<file path="src/design/wdc_pkg.sv">
// constants shared by the windowed watchdog sleep and clear logic
package wdc_pkg;
	// register offsets (byte addresses, one aligned word each)
	localparam logic [7:0] WDC_CTRL_OFS = 8'h00;
	localparam logic [7:0] WDC_PERIOD_OFS = 8'h04;
	localparam logic [7:0] WDC_COUNT_OFS = 8'h08;
	localparam logic [7:0] WDC_PWRCTL_OFS = 8'h0c;
	localparam logic [7:0] WDC_IRQ_STAT_OFS = 8'h10;
	localparam logic [7:0] WDC_IRQ_MASK_OFS = 8'h14;

	// control register field positions
	localparam int WDC_CTRL_MODE_LSB = 0;
	localparam int WDC_CTRL_SWEN_BIT = 2;
	localparam int WDC_CTRL_STARTUP_BIT = 3;
	localparam int WDC_CTRL_XTAL_BIT = 4;
	localparam int WDC_CTRL_DIV_LSB = 5;

	// power control register field positions
	localparam int WDC_PWR_TIMEOUT_BIT = 0;
	localparam int WDC_PWR_POWERDOWN_BIT = 1;
	localparam int WDC_PWR_RST_BIT = 2;

	// interrupt status bits
	localparam int WDC_IRQ_WAKE_BIT = 0;
	localparam int WDC_IRQ_RESET_BIT = 1;

	// widths
	localparam int WDC_CNT_W = 16;
	localparam int WDC_DIV_W = 3;
	localparam int WDC_IRQ_W = 2;

	// reset values
	localparam logic [WDC_CNT_W-1:0] WDC_PERIOD_RST = 16'hffff;
	localparam logic [WDC_DIV_W-1:0] WDC_DIV_RST = 3'h0;
	localparam logic [WDC_IRQ_W-1:0] WDC_IRQ_RST = 2'h0;

	// watchdog enable mode encodings
	typedef enum logic [1:0] {
		WDC_MODE_OFF = 2'b00,
		WDC_MODE_SW = 2'b01,
		WDC_MODE_AWAKE = 2'b10,
		WDC_MODE_ON = 2'b11
	} wdc_mode_e;
	localparam wdc_mode_e WDC_MODE_RST = WDC_MODE_OFF;
endpackage

</file>
<file path="src/design/wdc_counter.sv">
// window watchdog counter with synchronous clear and expiry pulse
`timescale 1ns/1ns
module wdc_counter (
	// clock and reset
	input wire logic clk,
	input wire logic rst,
	// control
	input wire logic clr,
	input wire logic run,
	input wire logic [wdc_pkg::WDC_CNT_W-1:0] limit,
	// state
	output logic [wdc_pkg::WDC_CNT_W-1:0] count,
	output logic expire
);
	logic [wdc_pkg::WDC_CNT_W-1:0] cnt_q;
	logic [wdc_pkg::WDC_CNT_W-1:0] cnt_d;
	logic exp_q;
	logic exp_d;

	// clear beats counting; reaching the limit wraps to zero and fires once
	always_comb begin
		cnt_d = cnt_q;
		exp_d = 1'b0;
		if (clr) begin
			cnt_d = '0;
		end else if (run) begin
			if (cnt_q == limit) begin
				cnt_d = '0;
				exp_d = 1'b1;
			end else begin
				cnt_d = cnt_q + 16'h0001;
			end
		end
	end

	// state registers
	always_ff @(posedge clk or posedge rst) begin
		if (rst) begin
			cnt_q <= '0;
			exp_q <= 1'b0;
		end else begin
			cnt_q <= cnt_d;
			exp_q <= exp_d;
		end
	end

	assign count = cnt_q;
	assign expire = exp_q;
endmodule

</file>
<file path="src/design/wdc_sleep_ctl.sv">
// windowed watchdog top: sleep handling, clearing, flags, registers and interrupt
`timescale 1ns/1ns
// Summary of operation
// - Each entry into sleep clears the watchdog counter to zero.
// - If the enable mode keeps the watchdog on in sleep, it counts on from zero while asleep.
// - Each exit from sleep clears the watchdog counter to zero again.
// - With the oscillator start-up timer enabled in a crystal mode, the counter stays clear after wake until the timer is done.
// - A time-out while asleep gives no reset but wakes the device instead.
// - A time-out wake updates the active-low time-out and power-down flags, and the reset flag is readable.
// - In the awake-only mode sleep entry clears the counter, and the clear instruction always clears it.
// - Changing the oscillator divider selection leaves the counter untouched.
module wdc_sleep_ctl (
	// clock and reset
	input wire logic MCLK,
	input wire logic SYS_RST,
	// core status
	input wire logic SLEEP,
	input wire logic CLEAR_WATCHDOG_INSTR,
	// oscillator start-up timer done, asynchronous
	input wire logic OSC_STARTUP_TIMER_DONE,
	// register port
	input wire logic [7:0] ADDR,
	input wire logic [31:0] WR_DATA,
	input wire logic WR_EN,
	input wire logic RD_EN,
	output logic [31:0] RD_DATA,
	// results
	output logic WDT_RESET,
	output logic WAKE,
	output logic IRQ
);
	// configuration and status state
	wdc_pkg::wdc_mode_e mode_q, mode_d;
	logic software_enable_bit_q, software_enable_bit_d;
	logic osc_startup_timer_en_q, osc_startup_timer_en_d;
	logic xtal_q, xtal_d;
	logic [wdc_pkg::WDC_DIV_W-1:0] div_q, div_d;
	logic [wdc_pkg::WDC_CNT_W-1:0] period_q, period_d;
	logic timeout_flag_n_q, timeout_flag_n_d;
	logic powerdown_flag_n_q, powerdown_flag_n_d;
	logic rst_flag_q, rst_flag_d;
	logic [wdc_pkg::WDC_IRQ_W-1:0] irq_stat_q, irq_stat_d;
	logic [wdc_pkg::WDC_IRQ_W-1:0] irq_mask_q, irq_mask_d;
	logic [31:0] rd_q, rd_d;
	// sleep sequencing state
	logic sleep_q;
	logic hold_q, hold_d;
	logic reset_q, reset_d;
	logic wake_q, wake_d;
	// synchroniser for the start-up timer done level
	logic startup_meta_q;
	logic startup_done_q;
	// derived
	logic sleep_enter;
	logic sleep_exit;
	logic active;
	logic cnt_clr;
	logic [wdc_pkg::WDC_CNT_W-1:0] count;
	logic expire;
	logic sleep_tmo;
	logic awake_tmo;
	logic wr_ctrl, wr_period, wr_pwr, wr_stat, wr_mask;

	// sleep edges seen against the registered level
	assign sleep_enter = SLEEP && !sleep_q;
	assign sleep_exit = !SLEEP && sleep_q;

	// whether the counter may run now; the awake-only mode stops in sleep
	always_comb begin
		active = 1'b0;
		unique case (mode_q)
			wdc_pkg::WDC_MODE_OFF: active = 1'b0;
			wdc_pkg::WDC_MODE_SW: active = software_enable_bit_q;
			wdc_pkg::WDC_MODE_AWAKE: active = !SLEEP;
			wdc_pkg::WDC_MODE_ON: active = 1'b1;
		endcase
	end

	// every clearing cause folded into one synchronous clear
	assign cnt_clr = sleep_enter
		|| sleep_exit
		|| CLEAR_WATCHDOG_INSTR
		|| hold_q
		|| !active;

	wdc_counter u_counter (
		.clk(MCLK),
		.rst(SYS_RST),
		.clr(cnt_clr),
		.run(active),
		.limit(period_q),
		.count(count),
		.expire(expire)
	);

	// expiry is judged against the sleep state it was counted in
	assign sleep_tmo = expire && sleep_q;
	assign awake_tmo = expire && !sleep_q;

	// register write decode
	assign wr_ctrl = WR_EN && (ADDR == wdc_pkg::WDC_CTRL_OFS);
	assign wr_period = WR_EN && (ADDR == wdc_pkg::WDC_PERIOD_OFS);
	assign wr_pwr = WR_EN && (ADDR == wdc_pkg::WDC_PWRCTL_OFS);
	assign wr_stat = WR_EN && (ADDR == wdc_pkg::WDC_IRQ_STAT_OFS);
	assign wr_mask = WR_EN && (ADDR == wdc_pkg::WDC_IRQ_MASK_OFS);

	// configuration registers; the divider field feeds nothing in the counter
	always_comb begin
		mode_d = mode_q;
		software_enable_bit_d = software_enable_bit_q;
		osc_startup_timer_en_d = osc_startup_timer_en_q;
		xtal_d = xtal_q;
		div_d = div_q;
		period_d = period_q;
		irq_mask_d = irq_mask_q;
		if (wr_ctrl) begin
			mode_d = wdc_pkg::wdc_mode_e'(WR_DATA[wdc_pkg::WDC_CTRL_MODE_LSB +: 2]);
			software_enable_bit_d = WR_DATA[wdc_pkg::WDC_CTRL_SWEN_BIT];
			osc_startup_timer_en_d = WR_DATA[wdc_pkg::WDC_CTRL_STARTUP_BIT];
			xtal_d = WR_DATA[wdc_pkg::WDC_CTRL_XTAL_BIT];
			div_d = WR_DATA[wdc_pkg::WDC_CTRL_DIV_LSB +: wdc_pkg::WDC_DIV_W];
		end
		if (wr_period) begin
			period_d = WR_DATA[wdc_pkg::WDC_CNT_W-1:0];
		end
		if (wr_mask) begin
			irq_mask_d = WR_DATA[wdc_pkg::WDC_IRQ_W-1:0];
		end
	end

	// start-up hold: armed at wake in crystal modes, released by the synced done level
	always_comb begin
		hold_d = hold_q;
		if (sleep_exit && osc_startup_timer_en_q && xtal_q) begin
			hold_d = 1'b1;
		end else if (startup_done_q) begin
			hold_d = 1'b0;
		end
	end

	// reset request or wake, never both for one expiry
	always_comb begin
		reset_d = awake_tmo;
		wake_d = sleep_tmo;
	end

	// flags: hardware events win over software writes in the same cycle
	always_comb begin
		timeout_flag_n_d = timeout_flag_n_q;
		powerdown_flag_n_d = powerdown_flag_n_q;
		rst_flag_d = rst_flag_q;
		if (wr_pwr && WR_DATA[wdc_pkg::WDC_PWR_RST_BIT]) begin
			rst_flag_d = 1'b0;
		end
		if (CLEAR_WATCHDOG_INSTR) begin
			timeout_flag_n_d = 1'b1;
			powerdown_flag_n_d = 1'b1;
		end
		if (sleep_enter) begin
			timeout_flag_n_d = 1'b1;
			powerdown_flag_n_d = 1'b0;
		end
		if (sleep_tmo) begin
			timeout_flag_n_d = 1'b0;
			powerdown_flag_n_d = 1'b0;
		end
		if (awake_tmo) begin
			timeout_flag_n_d = 1'b0;
			powerdown_flag_n_d = 1'b1;
			rst_flag_d = 1'b1;
		end
	end

	// sticky interrupt status, write one to clear, set wins
	always_comb begin
		irq_stat_d = irq_stat_q;
		if (wr_stat) begin
			irq_stat_d = irq_stat_q & ~WR_DATA[wdc_pkg::WDC_IRQ_W-1:0];
		end
		if (sleep_tmo) begin
			irq_stat_d[wdc_pkg::WDC_IRQ_WAKE_BIT] = 1'b1;
		end
		if (awake_tmo) begin
			irq_stat_d[wdc_pkg::WDC_IRQ_RESET_BIT] = 1'b1;
		end
	end

	// read mux; unmapped offsets answer zero
	always_comb begin
		rd_d = rd_q;
		if (RD_EN) begin
			rd_d = 32'h0000_0000;
			unique case (ADDR)
				wdc_pkg::WDC_CTRL_OFS: begin
					rd_d[wdc_pkg::WDC_CTRL_MODE_LSB +: 2] = mode_q;
					rd_d[wdc_pkg::WDC_CTRL_SWEN_BIT] = software_enable_bit_q;
					rd_d[wdc_pkg::WDC_CTRL_STARTUP_BIT] = osc_startup_timer_en_q;
					rd_d[wdc_pkg::WDC_CTRL_XTAL_BIT] = xtal_q;
					rd_d[wdc_pkg::WDC_CTRL_DIV_LSB +: wdc_pkg::WDC_DIV_W] = div_q;
				end
				wdc_pkg::WDC_PERIOD_OFS: rd_d[wdc_pkg::WDC_CNT_W-1:0] = period_q;
				wdc_pkg::WDC_COUNT_OFS: rd_d[wdc_pkg::WDC_CNT_W-1:0] = count;
				wdc_pkg::WDC_PWRCTL_OFS: begin
					rd_d[wdc_pkg::WDC_PWR_TIMEOUT_BIT] = timeout_flag_n_q;
					rd_d[wdc_pkg::WDC_PWR_POWERDOWN_BIT] = powerdown_flag_n_q;
					rd_d[wdc_pkg::WDC_PWR_RST_BIT] = rst_flag_q;
				end
				wdc_pkg::WDC_IRQ_STAT_OFS: rd_d[wdc_pkg::WDC_IRQ_W-1:0] = irq_stat_q;
				wdc_pkg::WDC_IRQ_MASK_OFS: rd_d[wdc_pkg::WDC_IRQ_W-1:0] = irq_mask_q;
				default: rd_d = 32'h0000_0000;
			endcase
		end
	end

	// all state registers; the done input passes two flops before use
	always_ff @(posedge MCLK or posedge SYS_RST) begin
		if (SYS_RST) begin
			mode_q <= wdc_pkg::WDC_MODE_RST;
			software_enable_bit_q <= 1'b0;
			osc_startup_timer_en_q <= 1'b0;
			xtal_q <= 1'b0;
			div_q <= wdc_pkg::WDC_DIV_RST;
			period_q <= wdc_pkg::WDC_PERIOD_RST;
			timeout_flag_n_q <= 1'b1;
			powerdown_flag_n_q <= 1'b1;
			rst_flag_q <= 1'b0;
			irq_stat_q <= wdc_pkg::WDC_IRQ_RST;
			irq_mask_q <= wdc_pkg::WDC_IRQ_RST;
			rd_q <= 32'h0000_0000;
			sleep_q <= 1'b0;
			hold_q <= 1'b0;
			reset_q <= 1'b0;
			wake_q <= 1'b0;
			startup_meta_q <= 1'b0;
			startup_done_q <= 1'b0;
		end else begin
			mode_q <= mode_d;
			software_enable_bit_q <= software_enable_bit_d;
			osc_startup_timer_en_q <= osc_startup_timer_en_d;
			xtal_q <= xtal_d;
			div_q <= div_d;
			period_q <= period_d;
			timeout_flag_n_q <= timeout_flag_n_d;
			powerdown_flag_n_q <= powerdown_flag_n_d;
			rst_flag_q <= rst_flag_d;
			irq_stat_q <= irq_stat_d;
			irq_mask_q <= irq_mask_d;
			rd_q <= rd_d;
			sleep_q <= SLEEP;
			hold_q <= hold_d;
			reset_q <= reset_d;
			wake_q <= wake_d;
			startup_meta_q <= OSC_STARTUP_TIMER_DONE;
			startup_done_q <= startup_meta_q;
		end
	end

	// outputs
	assign RD_DATA = rd_q;
	assign WDT_RESET = reset_q;
	assign WAKE = wake_q;
	assign IRQ = |(irq_stat_q & irq_mask_q);

	// checks on the sleep and clear behaviour
	property p_enter_clear;
		@(posedge MCLK) disable iff (SYS_RST)
		sleep_enter |=> (count == '0);
	endproperty
	a_enter_clear: assert property (p_enter_clear) else $error("count not cleared at sleep entry");

	property p_sleep_count;
		@(posedge MCLK) disable iff (SYS_RST)
		(SLEEP && sleep_q && active && !cnt_clr && count != period_q) |=>
			(count == $past(count) + 16'h0001);
	endproperty
	a_sleep_count: assert property (p_sleep_count) else $error("counter stalled during sleep");

	property p_exit_clear;
		@(posedge MCLK) disable iff (SYS_RST)
		sleep_exit |=> (count == '0);
	endproperty
	a_exit_clear: assert property (p_exit_clear) else $error("count not cleared at sleep exit");

	property p_ost_hold;
		@(posedge MCLK) disable iff (SYS_RST)
		(sleep_exit && osc_startup_timer_en_q && xtal_q) |=>
			(hold_q && count == '0) ##1 (count == '0);
	endproperty
	a_ost_hold: assert property (p_ost_hold) else $error("counter ran before start-up done");

	property p_sleep_no_reset;
		@(posedge MCLK) disable iff (SYS_RST)
		sleep_tmo |=> (WAKE && !WDT_RESET);
	endproperty
	a_sleep_no_reset: assert property (p_sleep_no_reset) else $error("sleep time-out misbehaved");

	property p_sleep_flags;
		@(posedge MCLK) disable iff (SYS_RST)
		sleep_tmo |=> (!timeout_flag_n_q && !powerdown_flag_n_q
			&& irq_stat_q[wdc_pkg::WDC_IRQ_WAKE_BIT]);
	endproperty
	a_sleep_flags: assert property (p_sleep_flags) else $error("wake flags not updated");

	property p_clear_instr;
		@(posedge MCLK) disable iff (SYS_RST)
		CLEAR_WATCHDOG_INSTR |=> (count == '0 && timeout_flag_n_q && powerdown_flag_n_q);
	endproperty
	a_clear_instr: assert property (p_clear_instr) else $error("clear instruction did not clear");

	property p_div_keep;
		@(posedge MCLK) disable iff (SYS_RST)
		(wr_ctrl && WR_DATA[wdc_pkg::WDC_CTRL_MODE_LSB +: 5] ==
			{xtal_q, osc_startup_timer_en_q, software_enable_bit_q, mode_q}
			&& active && !cnt_clr && count != period_q) |=> (count == $past(count) + 16'h0001);
	endproperty
	a_div_keep: assert property (p_div_keep) else $error("divider write disturbed count");

	property p_disabled;
		@(posedge MCLK) disable iff (SYS_RST)
		(!active && $past(!active)) |-> (count == '0 && !expire);
	endproperty
	a_disabled: assert property (p_disabled) else $error("disabled watchdog counted");

	property p_awake_reset;
		@(posedge MCLK) disable iff (SYS_RST)
		awake_tmo |=> (WDT_RESET && !WAKE && rst_flag_q);
	endproperty
	a_awake_reset: assert property (p_awake_reset) else $error("awake time-out gave no reset");
endmodule

</file>
<file path="config.mk">
export PLATFORM = sky130hd
export DESIGN_NAME = wdc_sleep_ctl
export DESIGN_NICKNAME = d
export VERILOG_FILES = /design/src/design/wdc_pkg.sv /design/src/design/wdc_counter.sv /design/src/design/wdc_sleep_ctl.sv
export SDC_FILE = /design/constraint.sdc
export NUM_CORES = 1
export LEC_CHECK = 0
export ABC_CLOCK_PERIOD_IN_PS = 2400
export BUFFER_PORTS_ARGS = -buffer_cell sky130_fd_sc_hd__buf_4
export CAP_MARGIN = 20
export CORE_AREA = 4 4 115 117
export CTS_BUF_LIST = sky130_fd_sc_hd__clkbuf_4 sky130_fd_sc_hd__clkbuf_8
export DETAILED_ROUTE_END_ITERATION = 16
export DIE_AREA = 0 0 119 121
export GPL_TIMING_DRIVEN = 0
export PLACE_DENSITY = 0.53
export SLEW_MARGIN = 10
export SYNTH_ARGS = -nofsm -noshare
export SYNTH_HDL_FRONTEND = slang
export SYNTH_SLANG_ARGS = --single-unit
</file>
<file path="constraint.sdc">
create_clock -name MCLK -period 2.4 [get_ports MCLK]
set_clock_uncertainty 0.1 [all_clocks]
set_input_delay 0.6 -clock MCLK [delete_from_list [all_inputs] [get_ports MCLK]]
set_output_delay 0.6 -clock MCLK [all_outputs]
set_load 0.01 [all_outputs]
</file>
==> metrics.md <==
| Metric | Value |
|---|---|
| CP required | `2.57 ns` |
| Largest family of logic cells by synthesized area | `simple AND/OR/NAND/NOR gates` |
| Initial antenna violation count | `0` |
| H-tree Lvls | `3` |
| Die footprint | `14400 sq um` |
| TritonCTS clock tree | `built` |
| Synth area leaders | `dfrtp_1, dfstp_2, mux2_2, xnor2_1, mux2_4` |
| Largest net degree at the start of global routing | `32` |
| Seq/Total Area, Yosys | `0.492` |
| Sw frac | `0.250` |
| Comb pwr share | `0.123` |
| Cells on worst reg2reg path | `6` |
| FF-to-FF Start | `u_counter.count[6]$_DFFE_PP0P_` |
| Synth Area in Simple Gates | `0.145` |
| GRT overflow | `0` |
| Die Ht | `121 um` |
| Crit-path cells | `buf_4 -> or4_4 -> nor3b_2 -> and3_1 -> buf_6 -> buf_12 -> mux2_4` |
| Post-route DRC | `0` |
| Post-synthesis mux area share | `0.130` |
| Max-slew violations | `0` |
| Layout cells sized above 1 | `0.365` |
| Die span in x | `119 um` |
| Number of cell rows | `41` |
| Sequential Power Share | `0.506` |
| Routed Antenna Nets | `0` |
| Crit-path max cell delay | `0.59 ns` |
| Slew @ Worst Pin | `0.772 ns` |
| Fin crit period | `2.28 ns` |
| # fillers | `1270` |
| Peak supply drop | `0.233 mV` |
| Cell area after synthesis | `3610 sq um` |
| Fin cells | `572` |
| Routability congestion estimate | `0.787` |
| Synth Area in XOR/XNOR | `0.0655` |
| Post-synth top flop | `dfrtp_1` |
| Yosys reg bits | `70` |
| Final instance area | `4490 sq um` |
| Final nets | `445` |
| Pwr per Cell Area | `556 nW/um^2` |
| Post-Synthesis Cells | `320` |
| # port buffers | `47` |
| Total track usage | `0.126` |
| Final setup margin | `0.119 ns` |
| Yosys top cell by area | `dfrtp_1` |
| Post-synth EDFFs | `0` |
| Max stage delay cell, worst path | `or4_4` |
| Async SR Flop Fraction | `1.00` |
| Number of setup buffers added after CTS | `0` |
| Clk sinks | `70` |
| Core Region | `12400 sq um` |
| Vias per cell | `4.46` |
| Routed length per instance | `14.8 um` |
| Post-layout util | `0.363` |
| Placed Area | `4290 sq um` |
| Yosys Warn Count | `0` |
| WP data arrival | `2.46 ns` |
| Ant diodes | `0` |
| Dpl cells | `556` |
| Leak Pwr | `1.95 nW` |
| Fin. Hold Viols | `0` |
| Reg-to-reg slack, setup | `0.25 ns` |
| Clock root buffer | `clkbuf_8` |
| Total length of routed wires | `8490 um` |
| Endpoints failing setup | `0` |
| Max transition margin | `0.481` |
| Final period utilization | `0.951` |
| Place WS | `-0.224 ns` |
| Top-count cell post-synth | `dfrtp_1` |
| Crit Path Max Fanout | `10` |
| Max Cap Viol | `0` |
| Worst R2R End | `u_counter.count[8]$_DFFE_PP0P_` |
| Max Fclk | `0.438 GHz` |
| DP Wirelength | `6440 um` |
| RSZ-0062 raised after global routing | `no` |
| Pwr Total | `2.50 mW` |
| Top cell type's share of synthesized area | `0.360` |
| Clock power share | `0.371` |
| Initial drt markers | `134` |
| Worst Setup Start Kind | `input port` |
| Top Ports | `82` |
| First-pass GRT wire length | `14200 um` |
| Reg clk slew, reported paths | `0.07 ns` |
| Number of global-route vias before repair | `2671` |
| P_int | `1.87 mW` |
| Worst-Skew Late Latency | `0.35 ns` |
| Clock buffer depth | `2` |
| WS Path Type | `in2reg` |
| Post-Synth Adder-Cell Area | `0.0104` |
| Synth Area in Compound Gates | `0.0835` |
| P&R area growth vs syn | `24.3%` |
| Syn_area_per_cell | `11.3 sq um` |
| Number of distinct library cells after synthesis | `51` |
| Post-synth top cells | `dfrtp_1, xnor2_1, mux2_2, nor2_1, dfstp_2` |
| Hold Crit Class | `in2async` |
| Via count | `2552` |
| Outcome | `completed` |
| Net Sw Power | `623 uW` |
| Number of CTS-inserted buffers | `9` |
| Hold buffer count at cts | `0` |
| DR pass1 iterations | `4` |
| CP Capture Type | `flip-flop` |
| Starting Density | `0.292` |
-- flip-flops by register name, summed over array words and instances, names as in the netlist, 2 cells and up --
name	flops
RD_DATA	16
div_q	3
period_q	16
irq_mask_q	2
irq_stat_q	2
mode_q	2
u_counter.count	16
-- layer usage --
| metal | GRT usage | wire length (um) | up-vias |
|---|---|---|---|
| li1 | - | - | 1257 |
| met1 | 0.175 | 4120 | 1238 |
| met2 | 0.188 | 3860 | 50 |
| met3 | 0.0396 | 431 | 7 |
| met4 | 0.0391 | 88 | 0 |
| met5 | 0 | 0 | - |
-- logic make-up after synthesis --
| family | count (synthesis) |
|---|---|
| DFF | 70 |
| adders and majority gates | 3 |
| and+or+nand+nor | 90 |
| other | 1 |
| muxes | 37 |
| xor gates and xnor gates | 27 |
| AOI/OAI and AO/OA | 46 |
| buffers and inverters | 46 |
-- cells in the final DEF, fill, tap and decap left out, types with 3 or more instances in the layout --
| cell | count |
|---|---|
| a21oi_1 | 14 |
| a22oi_1 | 9 |
| clkbuf_8 | 12 |
| mux2_2 | 19 |
| nand2_1 | 7 |
| a21o_1 | 4 |
| inv_1 | 12 |
| ha_1 | 3 |
| xor2_1 | 6 |
| o22ai_1 | 7 |
| buf_4 | 64 |
| mux2i_1 | 6 |
| nor2_1 | 19 |
| clkbuf_4 | 3 |
| nand3_1 | 11 |
| nor3_1 | 16 |
| nor2b_1 | 5 |
| xnor2_1 | 21 |
| dfrtp_1 | 52 |
| buf_2 | 3 |
| clkbuf_1 | 10 |
| conb_1 | 16 |
| dfstp_2 | 18 |
| mux2_4 | 10 |
| a211oi_1 | 3 |
| nand4_1 | 9 |
-- stage by stage --
step                      TNS (ns)  hold WS [ns]
final                            0         0.174
after global routing             0         0.182
after CTS                        0         0.163
after detailed placement     -4.13         0.240
after global placement       -3.87         0.237
after floorplan                  0         0.231
-- power groups by stage --
stage,registers (mW),logic [mW],clock network (mW)
floorplan,1.28,0.185,0
global placement,1.28,0.291,0
detailed placement,1.28,0.304,0
CTS,1.26,0.304,0.958
global route,1.27,0.344,1.02
finish,1.26,0.308,0.926
-- critical path, delay by kind of cell --
family,cells,cell delay [ns]
buffers and inverters,3,0.42
muxes,1,0.30
and+or+nand+nor,3,1.12
-- area by class of cell --
cell class | count | area, sq um | share of cell area
tap | 172 | 215 | 0.0480
clock buffer | 15 | 188 | 0.0418
sequential | 70 | 1770 | 0.395
inverter | 13 | 52.6 | 0.0117
timing repair buffer | 49 | 400 | 0.0892
buffer | 33 | 215 | 0.0480
clock inverter | 1 | 5.00 | 0.00112
multi-input combinational | 219 | 1640 | 0.365
-- how the worst max path moves through the flow --
stage                              startpoint                              to
2_1_floorplan                         ADDR[7]         period_q[0]$_DFFE_PP1P_
3_3_place_gp                          ADDR[7]         period_q[7]$_DFFE_PP1P_
3_5_place_dp                          ADDR[7]         period_q[5]$_DFFE_PP1P_
4_1_cts        u_counter.count[6]$_DFFE_PP0P_  u_counter.count[8]$_DFFE_PP0P_
5_1_grt        u_counter.count[6]$_DFFE_PP0P_  u_counter.count[8]$_DFFE_PP0P_
6_report                              ADDR[7]         period_q[5]$_DFFE_PP1P_
-- repair_timing --
action,in CTS,in global routing
endpoints found under the setup margin,0,10
gates resized for setup,0,1
hold endpoints to repair,0,0
Power figures use the tool's default switching activity.
